## src/include/fbc_map.vh

```
// Register map, field layout and timing constants of the flash bus controller
`ifndef FBC_MAP_VH
`define FBC_MAP_VH

// APB register offsets (byte addresses)
`define FBC_REG_CTRL      8'h00
`define FBC_REG_ADDR      8'h04
`define FBC_REG_WDATA     8'h08
`define FBC_REG_RDATA     8'h0c
`define FBC_REG_STATUS    8'h10

// Control register fields
`define FBC_CTRL_GO       0
`define FBC_CTRL_OP_LO    1
`define FBC_CTRL_OP_HI    2
`define FBC_CTRL_WIDE     3
`define FBC_CTRL_PDHOLD   4

// Status register fields
`define FBC_ST_BUSY       0
`define FBC_ST_READY      1
`define FBC_ST_DONE       2
`define FBC_ST_PD         3
`define FBC_ST_RD_OK      4
`define FBC_ST_WR_OK      5

// Operation codes
`define FBC_OP_READ       2'h0
`define FBC_OP_WRITE      2'h1
`define FBC_OP_RESET      2'h2

// Reset values
`define FBC_CTRL_RST      5'h08
`define FBC_ZERO32        32'h0000_0000

// Timing in ns, clock period in ns, synchroniser delay in cycles
`define FBC_CLK_NS        20
`define FBC_T_RST_PULSE   100
`define FBC_T_WAKE_DATA   1000
`define FBC_T_WAKE_WRITE  1000
`define FBC_T_RD_ACC      120
`define FBC_T_WE_LOW      60
`define FBC_T_SETUP       20
`define FBC_T_HOLD        20
`define FBC_SYNC_CYC      2

// Least time to cycles, rounded up
`define FBC_CYC(ns) (((ns) + `FBC_CLK_NS - 1) / `FBC_CLK_NS)

`endif

```

## src/hdl/fbc_host_ctrl.v

```verilog
// Host-side controller driving an asynchronous parallel flash over its pins
`timescale 1ns/1ns
`include "fbc_map.vh"
module fbc_host_ctrl #(
  parameter ADDR_W         = 22,
  parameter TW             = 12,
  parameter RST_PULSE_CYC  = `FBC_CYC(`FBC_T_RST_PULSE),
  parameter WAKE_DATA_CYC  = `FBC_CYC(`FBC_T_WAKE_DATA),
  parameter WAKE_WRITE_CYC = `FBC_CYC(`FBC_T_WAKE_WRITE),
  parameter RD_ACC_CYC     = `FBC_CYC(`FBC_T_RD_ACC),
  parameter WE_LOW_CYC     = `FBC_CYC(`FBC_T_WE_LOW),
  parameter SETUP_CYC      = `FBC_CYC(`FBC_T_SETUP),
  parameter HOLD_CYC       = `FBC_CYC(`FBC_T_HOLD)
) (
  // Clock, reset, enable
  input  wire              ref_clk,
  input  wire              srst,
  input  wire              clk_en,
  // APB slave
  input  wire [7:0]        paddr,
  input  wire              psel,
  input  wire              penable,
  input  wire              pwrite,
  input  wire [31:0]       pwdata,
  output reg  [31:0]       prdata,
  output reg               pready,
  output reg               pslverr,
  // Flash control pins
  output reg               chip_sel_a_n,
  output reg               chip_sel_b_n,
  output reg               oe_n,
  output reg               we_n,
  output reg               reset_powerdown_n,
  output reg               byte_wide_sel,
  output reg  [ADDR_W-1:0] flash_addr,
  // Flash data pins, low and high byte lanes
  input  wire [15:0]       dq_i,
  output reg  [15:0]       dq_o,
  output reg  [1:0]        dq_oe,
  // Flash status pin
  input  wire              status_pin
);
  localparam [2:0] S_IDLE     = 3'h0;
  localparam [2:0] S_RST_LOW  = 3'h1;
  localparam [2:0] S_PD       = 3'h2;
  localparam [2:0] S_RD_ADDR  = 3'h3;
  localparam [2:0] S_RD_OE    = 3'h4;
  localparam [2:0] S_WR_ADDR  = 3'h5;
  localparam [2:0] S_WR_PULSE = 3'h6;
  localparam [2:0] S_WR_REL   = 3'h7;

  localparam          RDACC_N = RD_ACC_CYC + `FBC_SYNC_CYC;
  localparam [TW-1:0] C_RST   = RST_PULSE_CYC[TW-1:0];
  localparam [TW-1:0] C_WAKED = WAKE_DATA_CYC[TW-1:0];
  localparam [TW-1:0] C_WAKEW = WAKE_WRITE_CYC[TW-1:0];
  localparam [TW-1:0] C_RDACC = RDACC_N[TW-1:0];
  localparam [TW-1:0] C_WELOW = WE_LOW_CYC[TW-1:0];
  localparam [TW-1:0] C_SETUP = SETUP_CYC[TW-1:0];
  localparam [TW-1:0] C_HOLD  = HOLD_CYC[TW-1:0];

  reg [2:0]        state_q;
  reg [1:0]        op_q;
  reg              wide_q;
  reg              pd_hold_q;
  reg              go_q;
  reg              done_q;
  reg [ADDR_W-1:0] addr_q;
  reg [15:0]       wdata_q;
  reg [15:0]       rdata_q;
  reg [TW-1:0]     wake_q;
  reg              tmr_load;
  reg [TW-1:0]     tmr_count;
  reg [31:0]       rd_mux;
  reg              rd_err;
  wire             tmr_done;
  wire [16:0]      pins_s;
  wire [15:0]      dq_s;
  wire             ready_s;
  wire             rd_ok;
  wire             wr_ok;
  wire             acc_wr;
  wire             go_set;
  wire             go_take;
  wire             op_end;
  wire             rst_enter;

  // Pin inputs cross into the clock domain first
  fbc_sync #(
    .W (17)
  ) u_sync (
    .ref_clk (ref_clk),
    .srst    (srst),
    .clk_en  (clk_en),
    .din     ({status_pin, dq_i}),
    .dout    (pins_s)
  );
  assign dq_s    = pins_s[15:0];
  assign ready_s = pins_s[16];

  fbc_timer #(
    .W (TW)
  ) u_timer (
    .ref_clk (ref_clk),
    .srst    (srst),
    .clk_en  (clk_en),
    .load    (tmr_load),
    .count   (tmr_count),
    .done    (tmr_done)
  );

  assign rd_ok   = (wake_q >= C_WAKED);
  assign wr_ok   = (wake_q >= C_WAKEW);
  assign acc_wr  = psel & penable & pready & pwrite;
  assign go_set  = acc_wr & (paddr == `FBC_REG_CTRL) & pwdata[`FBC_CTRL_GO];
  assign go_take = (state_q == S_IDLE) & go_q & ~pd_hold_q &
                   ((op_q == `FBC_OP_RESET) |
                    ((op_q == `FBC_OP_READ) & rd_ok) |
                    ((op_q == `FBC_OP_WRITE) & wr_ok));
  assign op_end  = tmr_done & ((state_q == S_RD_OE) | (state_q == S_WR_REL) |
                   ((state_q == S_RST_LOW) & ~pd_hold_q));
  // Pin still low from srst gets a full timed pulse, however short srst was
  assign rst_enter = pd_hold_q | ~reset_powerdown_n | (go_take & (op_q == `FBC_OP_RESET));

  // Register read mux
  always @* begin
    rd_mux = `FBC_ZERO32;
    rd_err = 1'b0;
    if (paddr == `FBC_REG_CTRL) begin
      rd_mux[`FBC_CTRL_GO]                    = go_q;
      rd_mux[`FBC_CTRL_OP_HI:`FBC_CTRL_OP_LO] = op_q;
      rd_mux[`FBC_CTRL_WIDE]                  = wide_q;
      rd_mux[`FBC_CTRL_PDHOLD]                = pd_hold_q;
    end else if (paddr == `FBC_REG_ADDR) begin
      rd_mux[ADDR_W-1:0] = addr_q;
    end else if (paddr == `FBC_REG_WDATA) begin
      rd_mux[15:0] = wdata_q;
    end else if (paddr == `FBC_REG_RDATA) begin
      rd_mux[15:0] = rdata_q;
    end else if (paddr == `FBC_REG_STATUS) begin
      rd_mux[`FBC_ST_BUSY]  = (state_q != S_IDLE) | go_q;
      rd_mux[`FBC_ST_READY] = ready_s;
      rd_mux[`FBC_ST_DONE]  = done_q;
      rd_mux[`FBC_ST_PD]    = ~reset_powerdown_n;
      rd_mux[`FBC_ST_RD_OK] = rd_ok;
      rd_mux[`FBC_ST_WR_OK] = wr_ok;
    end else begin
      rd_err = 1'b1;
    end
  end

  // APB slave: one access cycle, answer registered in setup
  always @(posedge ref_clk) begin
    if (srst) begin
      pready    <= 1'b0;
      pslverr   <= 1'b0;
      prdata    <= `FBC_ZERO32;
      op_q      <= `FBC_OP_READ;
      wide_q    <= 1'b1;
      pd_hold_q <= 1'b0;
      addr_q    <= {ADDR_W{1'b0}};
      wdata_q   <= 16'h0000;
      go_q      <= 1'b0;
      done_q    <= 1'b0;
    end else if (clk_en) begin
      pready  <= psel & ~penable & ~pready;
      pslverr <= psel & ~penable & ~pready & rd_err;
      if (psel & ~penable & ~pready) begin
        prdata <= pwrite ? `FBC_ZERO32 : rd_mux;
      end
      if (acc_wr) begin
        if (paddr == `FBC_REG_CTRL) begin
          op_q      <= pwdata[`FBC_CTRL_OP_HI:`FBC_CTRL_OP_LO];
          wide_q    <= pwdata[`FBC_CTRL_WIDE];
          pd_hold_q <= pwdata[`FBC_CTRL_PDHOLD];
        end else if (paddr == `FBC_REG_ADDR) begin
          addr_q <= pwdata[ADDR_W-1:0];
        end else if (paddr == `FBC_REG_WDATA) begin
          wdata_q <= pwdata[15:0];
        end
      end
      // Software sets the request, the sequencer clears; set wins
      if (go_set) begin
        go_q <= 1'b1;
      end else if (go_take) begin
        go_q <= 1'b0;
      end
      // Sequencer sets done, software clears by writing one; set wins
      if (op_end) begin
        done_q <= 1'b1;
      end else if (acc_wr & (paddr == `FBC_REG_STATUS) & pwdata[`FBC_ST_DONE]) begin
        done_q <= 1'b0;
      end
    end
  end

  // Cycles since reset release, saturating
  always @(posedge ref_clk) begin
    if (srst) begin
      wake_q <= {TW{1'b0}};
    end else if (clk_en) begin
      if (!reset_powerdown_n) begin
        wake_q <= {TW{1'b0}};
      end else if (wake_q != {TW{1'b1}}) begin
        wake_q <= wake_q + {{(TW-1){1'b0}}, 1'b1};
      end
    end
  end

  // Timer loads on the edge that enters a timed phase
  always @* begin
    tmr_load  = 1'b0;
    tmr_count = C_SETUP;
    case (state_q)
      S_IDLE: begin
        if (rst_enter) begin
          tmr_load  = 1'b1;
          tmr_count = C_RST;
        end else if (go_take) begin
          tmr_load  = 1'b1;
          tmr_count = C_SETUP;
        end
      end
      S_RD_ADDR: begin
        tmr_load  = tmr_done;
        tmr_count = C_RDACC;
      end
      S_WR_ADDR: begin
        tmr_load  = tmr_done;
        tmr_count = C_WELOW;
      end
      S_WR_PULSE: begin
        tmr_load  = tmr_done;
        tmr_count = C_HOLD;
      end
      default: begin
        tmr_load  = 1'b0;
        tmr_count = C_SETUP;
      end
    endcase
  end

  // Pin sequencer
  always @(posedge ref_clk) begin
    if (srst) begin
      // Flash held in reset for as long as the system is; idle restarts the pulse
      state_q           <= S_IDLE;
      reset_powerdown_n <= 1'b0;
      chip_sel_a_n      <= 1'b1;
      chip_sel_b_n      <= 1'b1;
      oe_n              <= 1'b1;
      we_n              <= 1'b1;
      byte_wide_sel     <= 1'b1;
      flash_addr        <= {ADDR_W{1'b0}};
      dq_o              <= 16'h0000;
      dq_oe             <= 2'b00;
      rdata_q           <= 16'h0000;
    end else if (clk_en) begin
      case (state_q)
        S_IDLE: begin
          byte_wide_sel <= wide_q;
          if (rst_enter) begin
            // Aborts any running alteration inside the flash
            reset_powerdown_n <= 1'b0;
            state_q           <= S_RST_LOW;
          end else if (go_take) begin
            flash_addr   <= addr_q;
            chip_sel_a_n <= 1'b0;
            chip_sel_b_n <= 1'b0;
            if (op_q == `FBC_OP_WRITE) begin
              dq_o    <= wdata_q;
              dq_oe   <= {wide_q, 1'b1};
              state_q <= S_WR_ADDR;
            end else begin
              state_q <= S_RD_ADDR;
            end
          end
        end
        S_RST_LOW: begin
          // Minimum low pulse before leaving
          if (tmr_done) begin
            if (pd_hold_q) begin
              state_q <= S_PD;
            end else begin
              reset_powerdown_n <= 1'b1;
              state_q           <= S_IDLE;
            end
          end
        end
        S_PD: begin
          if (!pd_hold_q) begin
            reset_powerdown_n <= 1'b1;
            state_q           <= S_IDLE;
          end
        end
        S_RD_ADDR: begin
          if (tmr_done) begin
            // Write enable and reset already high here
            oe_n    <= 1'b0;
            state_q <= S_RD_OE;
          end
        end
        S_RD_OE: begin
          // Access time plus the synchroniser delay before sampling
          if (tmr_done) begin
            rdata_q      <= {dq_s[15:8] & {8{wide_q}}, dq_s[7:0]};
            oe_n         <= 1'b1;
            chip_sel_a_n <= 1'b1;
            chip_sel_b_n <= 1'b1;
            state_q      <= S_IDLE;
          end
        end
        S_WR_ADDR: begin
          // Output enable stays high through the whole write
          if (tmr_done) begin
            we_n    <= 1'b0;
            state_q <= S_WR_PULSE;
          end
        end
        S_WR_PULSE: begin
          // Write enable rises first, so it is the capturing edge
          if (tmr_done) begin
            we_n    <= 1'b1;
            state_q <= S_WR_REL;
          end
        end
        S_WR_REL: begin
          // Data and selects held past the capture edge
          if (tmr_done) begin
            chip_sel_a_n <= 1'b1;
            chip_sel_b_n <= 1'b1;
            dq_oe        <= 2'b00;
            state_q      <= S_IDLE;
          end
        end
        default: begin
          state_q <= S_IDLE;
        end
      endcase
    end
  end
endmodule

```

## src/hdl/fbc_sync.v

```verilog
// Two-flop synchroniser for pin inputs, one per bit
`timescale 1ns/1ns
module fbc_sync #(
  parameter W = 1
) (
  // Clock and reset
  input  wire         ref_clk,
  input  wire         srst,
  input  wire         clk_en,
  // Data
  input  wire [W-1:0] din,
  output wire [W-1:0] dout
);
  genvar i;
  generate
    for (i = 0; i < W; i = i + 1) begin : g_bit
      reg meta_q;
      reg sync_q;
      always @(posedge ref_clk) begin
        if (srst) begin
          meta_q <= 1'b0;
          sync_q <= 1'b0;
        end else if (clk_en) begin
          meta_q <= din[i];
          sync_q <= meta_q;
        end
      end
      assign dout[i] = sync_q;
    end
  endgenerate
endmodule

```

## src/hdl/fbc_timer.v

```verilog
// Loadable down-counter that times pin phases
`timescale 1ns/1ns
module fbc_timer #(
  parameter W = 12
) (
  // Clock and reset
  input  wire         ref_clk,
  input  wire         srst,
  input  wire         clk_en,
  // Control
  input  wire         load,
  input  wire [W-1:0] count,
  output wire         done
);
  reg [W-1:0] cnt_q;

  always @(posedge ref_clk) begin
    if (srst) begin
      cnt_q <= {W{1'b0}};
    end else if (clk_en) begin
      if (load) begin
        cnt_q <= count;
      end else if (cnt_q != {W{1'b0}}) begin
        cnt_q <= cnt_q - {{(W-1){1'b0}}, 1'b1};
      end
    end
  end

  assign done = (cnt_q == {W{1'b0}});
endmodule

```

## config.mk

```make
export PLATFORM = sky130hd
export DESIGN_NAME = fbc_host_ctrl
export DESIGN_NICKNAME = d
export VERILOG_FILES = /design/src/hdl/fbc_host_ctrl.v /design/src/hdl/fbc_sync.v /design/src/hdl/fbc_timer.v
export VERILOG_INCLUDE_DIRS = /design/src /design/src/include
export SDC_FILE = /design/constraint.sdc
export NUM_CORES = 1
export LEC_CHECK = 0
export BUFFER_PORTS_ARGS = -buffer_cell sky130_fd_sc_hd__buf_2
export CORE_MARGIN = 2
export CORE_UTILIZATION = 30
export CTS_CLUSTER_DIAMETER = 30
export DETAILED_ROUTE_END_ITERATION = 7
export PLACE_DENSITY_LB_ADDON = 0.3
export SLEW_MARGIN = 30
export SYNTH_ARGS = -nofsm -noshare
export SYNTH_HDL_FRONTEND = slang
export SYNTH_SLANG_ARGS = --single-unit
```

## constraint.sdc

```tcl
create_clock -name ref_clk -period 2.5 [get_ports ref_clk]
set_input_delay 0.5 -clock ref_clk [delete_from_list [all_inputs] [get_ports ref_clk]]
set_output_delay 0.5 -clock ref_clk [all_outputs]
set_load 0.005 [all_outputs]
```

==> impl_results.md <==
* Final period util at 0.9448
* Final Setup Violations at 0
* CTS root buffer: clkbuf_16
* Clock power share at 0.355
* First-pass detailed-route iteration total at 5
* Sw Share at 0.3260
* Core Region at between 0.02 and 0.03 mm2
* Critical Path Slowest Stage Cell: or4_4
* I/O pin count at 143
* Synth Area in Adders at 0.008606
* Leading area contributor after synthesis: dfxtp_1
* First-pass GRT wire length at about 37 mm
* Largest net degree at the start of global routing at 148
* Critical path launch point type: flip-flop
* Nets at about 1100
* Worst Clk Skew at between 0.01 and 0.015 ns
* Initial antenna violation count at 1
* Clock transition at the registers of the reported paths at 0.08 ns
* Pwr Density at 824.4 mW/mm2
* Critical-path cell list: inv_1, ha_1, or4_4, a311oi_4, o21bai_4, buf_4, o221ai_2, buf_12, a21oi_1, o21a_1
* Worst path max stage delay at between 0.4 and 0.5 ns
* GRT Util Overall at 0.1639
* Synth unique cells at 69
* Layout area overhead at 22.13%
* Mapped Area at 0.008142 mm2
* Worst vdd ir at 0.3797 mV
* Effective utilization at floorplan at 0.3038
* Vias per inst at about 5.0
* Sequential Power Share at 0.404
* Worst-Margin Slew at 0.6610 ns
* Tmin final at 2.362 ns
* Sw power at 2672 uW
* H-tree Lvls at 4
* Top FF cell, synth: dfxtp_1
* LEAKAGE at ~0.0042 uW
* Synth Register Bits at 190
* CTS tree: built
* WP buf/inv at 3
* Mux share of post-synthesis cell area at 0.1199
* Kind of cell adding the most delay to the critical path: compound AO/OA/AOI/OAI gates
* Clk_lat worst skew at between 0.4 and 0.5 ns
* Top post-synthesis cells by count: dfxtp_1 (190), nand2_1 (151), nor2_1 (121)
* Post-Synth Simple-Gate Area at 0.2081
* Synth Area in XOR/XNOR at 0.01398
* Final Wtd Congestion at 0.8148
* Synth area leaders: dfxtp_1 (47%), mux2i_1 (10%), nand2_1 (7.0%)
* Post-synthesis async set-or-reset flop share at 0
* Maxcap violations at 0
* Post-Layout Cell Count at 1407
* Synth Area in Compound Gates at 0.1360
* Total Wirelength at 23.31 mm
* Comb pwr share at 0.240
* Post-Syn Area per Cell at 8.745 um2
* Share of cells above drive strength 1 at 0.2113
* Int Pwr at 5525 uW
* Count leader, synth: dfxtp_1
* EDFF count, synth at 0
* Largest family of logic cells by synthesized area: simple AND/OR/NAND/NOR gates
* Slew margin rel. at 0.5594
* Post-DP HPWL at 16.42 mm
* CP arrival at 2.70 ns
* Die Footprint at around 0.028 mm2
* I/O Buffers at roughly 120
* Endpoint type of the worst setup path: flip-flop
* CTS sink count at 190
* CP Class: flip-flop to flip-flop
* Register area share after synthesis at 0.4672
* Routed Antenna Nets at 0
* Overall die width at 168.7 um
* Setup TNS Final at 0 ns
* Data required, critical path at roughly 2.8 ns
* Filler cell count at 2767
* Initial DRC count at 645
* Share of the synthesized area in the top cell type at 0.4672
* Floorplan row count at 60
* Slew Limit Fails at 0
* Status: finished, final reports clean
* Min-delay worst type: input port to flip-flop
* Via count at about 7000
* Number of buffers inserted during clock tree synthesis at 17
* Mapped Cells at 931
* Die height at 168.7 um
* Routed wire per std cell at 16.57 um
* Final hold violations at 0
* CP max FO at 14
* Post-CTS Hold Fix Bufs at 0
* Vias in the first global route at 6463
* DRC violations left at 0
* FMAX at 423.4 MHz
* Inst Count DP at between 1000 and 1500
* Total gr overflow at 0
* Syn. warnings at 0
* Clk buf depth at 2
* RSZ-0062 raised after global routing: no
power by group through the flow:
stage,Combinational [uW],Clock [uW],Sequential [uW]
after floorplan,1340,0,3330
after global placement,1930,0,3380
after detailed placement,1920,0,3380
after CTS,1930,2990,3310
after global routing,2190,3120,3340
final,1970,2910,3320
repair_timing:
action	CTS	global route
buffers inserted	0	1
setup endpoints to repair	0	34
gates resized for setup	0	3
worst reg2reg max path: stages, from the launching register on:
cell	delay, ns
dfxtp_1	0.33
inv_1	0.04
ha_1	0.19
or4_4	0.45
a311oi_4	0.39
o21bai_4	0.14
buf_4	0.16
o221ai_2	0.20
buf_12	0.17
a21oi_1	0.07
o21a_1	0.11
per-layer routing:
layer / wire, um / global-route usage / part of all wire / up-vias
li1: - / - / - / 3445
met1: 10940 / 0.2253 / 0.47 / 3363
met2: 10950 / 0.2666 / 0.47 / 193
met3: 1174 / 0.03343 / 0.050 / 15
met4: 249 / 0.03411 / 0.011 / 0
met5: 0 / 0 / 0 / -
flip-flops by register name, summed over array words and instances, names as in the netlist, 2 cells and up:
register,flops
addr_q,22
flash_addr,22
prdata,22
u_sync.g_bit.meta_q,17
u_sync.g_bit.sync_q,17
dq_o,16
rdata_q,16
wdata_q,16
u_timer.cnt_q,12
wake_q,12
state_q,3
dq_oe,2
op_q,2
cell usage in the layout (no fill, tap or decap), types with 10 or more instances in the layout:
cell type / synthesis / final
a21oi_1: 93 / 93
a22oi_1: 18 / 18
buf_2: 10 / 121
buf_4: 12 / 33
clkbuf_16: 0 / 17
conb_1: 1 / 10
dfxtp_1: 190 / 189
mux2_2: 11 / 11
mux2i_1: 84 / 84
nand2_1: 151 / 151
nand3_1: 40 / 40
nor2_1: 121 / 121
o21ai_1: 10 / 10
cell type report:
class / count / area, um2 / area share
Inverter: 9 / 33.78 / 0.003398
Antenna cell: 1 / 2.502 / 0.0002517
Timing Repair Buffer: 162 / 1013 / 0.1019
Multi-Input combinational cell: 672 / 4020 / 0.4043
Sequential cell: 190 / 3805 / 0.3827
Clock inverter: 15 / 216.5 / 0.02177
Clock buffer: 17 / 425.4 / 0.04278
Tap cell: 341 / 426.7 / 0.04291
worst paths after layout:
kind | from | endpoint | slack [ns] | cells past startpoint
worst max-delay path | wake_q[0]$_SDFFE_PP0P_ | u_timer.cnt_q[1]$_SDFFE_PP0P_ | 0.14 | 10
worst min-delay path | pwdata[18] | addr_q[18]$_SDFFE_PP0P_ | 0.29 | 3
worst max register to register | wake_q[0]$_SDFFE_PP0P_ | u_timer.cnt_q[1]$_SDFFE_PP0P_ | 0.14 | 10
worst min register to register | rdata_q[0]$_SDFFE_PP0P_ | rdata_q[0]$_SDFFE_PP0P_ | 0.46 | 2
kinds of logic (layout without fill, tap and decap cells):
group | count (synthesis) | count (layout)
simple gates | 379 | 379
flops | 190 | 190
compound gates | 169 | 169
mux | 96 | 96
buf+inv | 78 | 203
xor+xnor | 13 | 13
fa+ha+maj | 5 | 5
other cells | 1 | 11
stage by stage:
stage	worst slack, ns	hold slack, ns	util	power (uW)	area, um2
3_3_place_gp	0.04767	0.4401	0.3463	5307	9280
4_1_cts	0.06470	0.2696	0.3702	8224	9922
5_1_grt	0.01229	0.2835	0.3710	8648	9943
3_5_place_dp	0.03603	0.4460	0.3463	5300	9280
2_1_floorplan	0.1661	0.4284	-	4672	8175
6_report	0.1379	0.2870	0.3710	8197	9943
No activity file was read; power rests on OpenSTA's default activity.
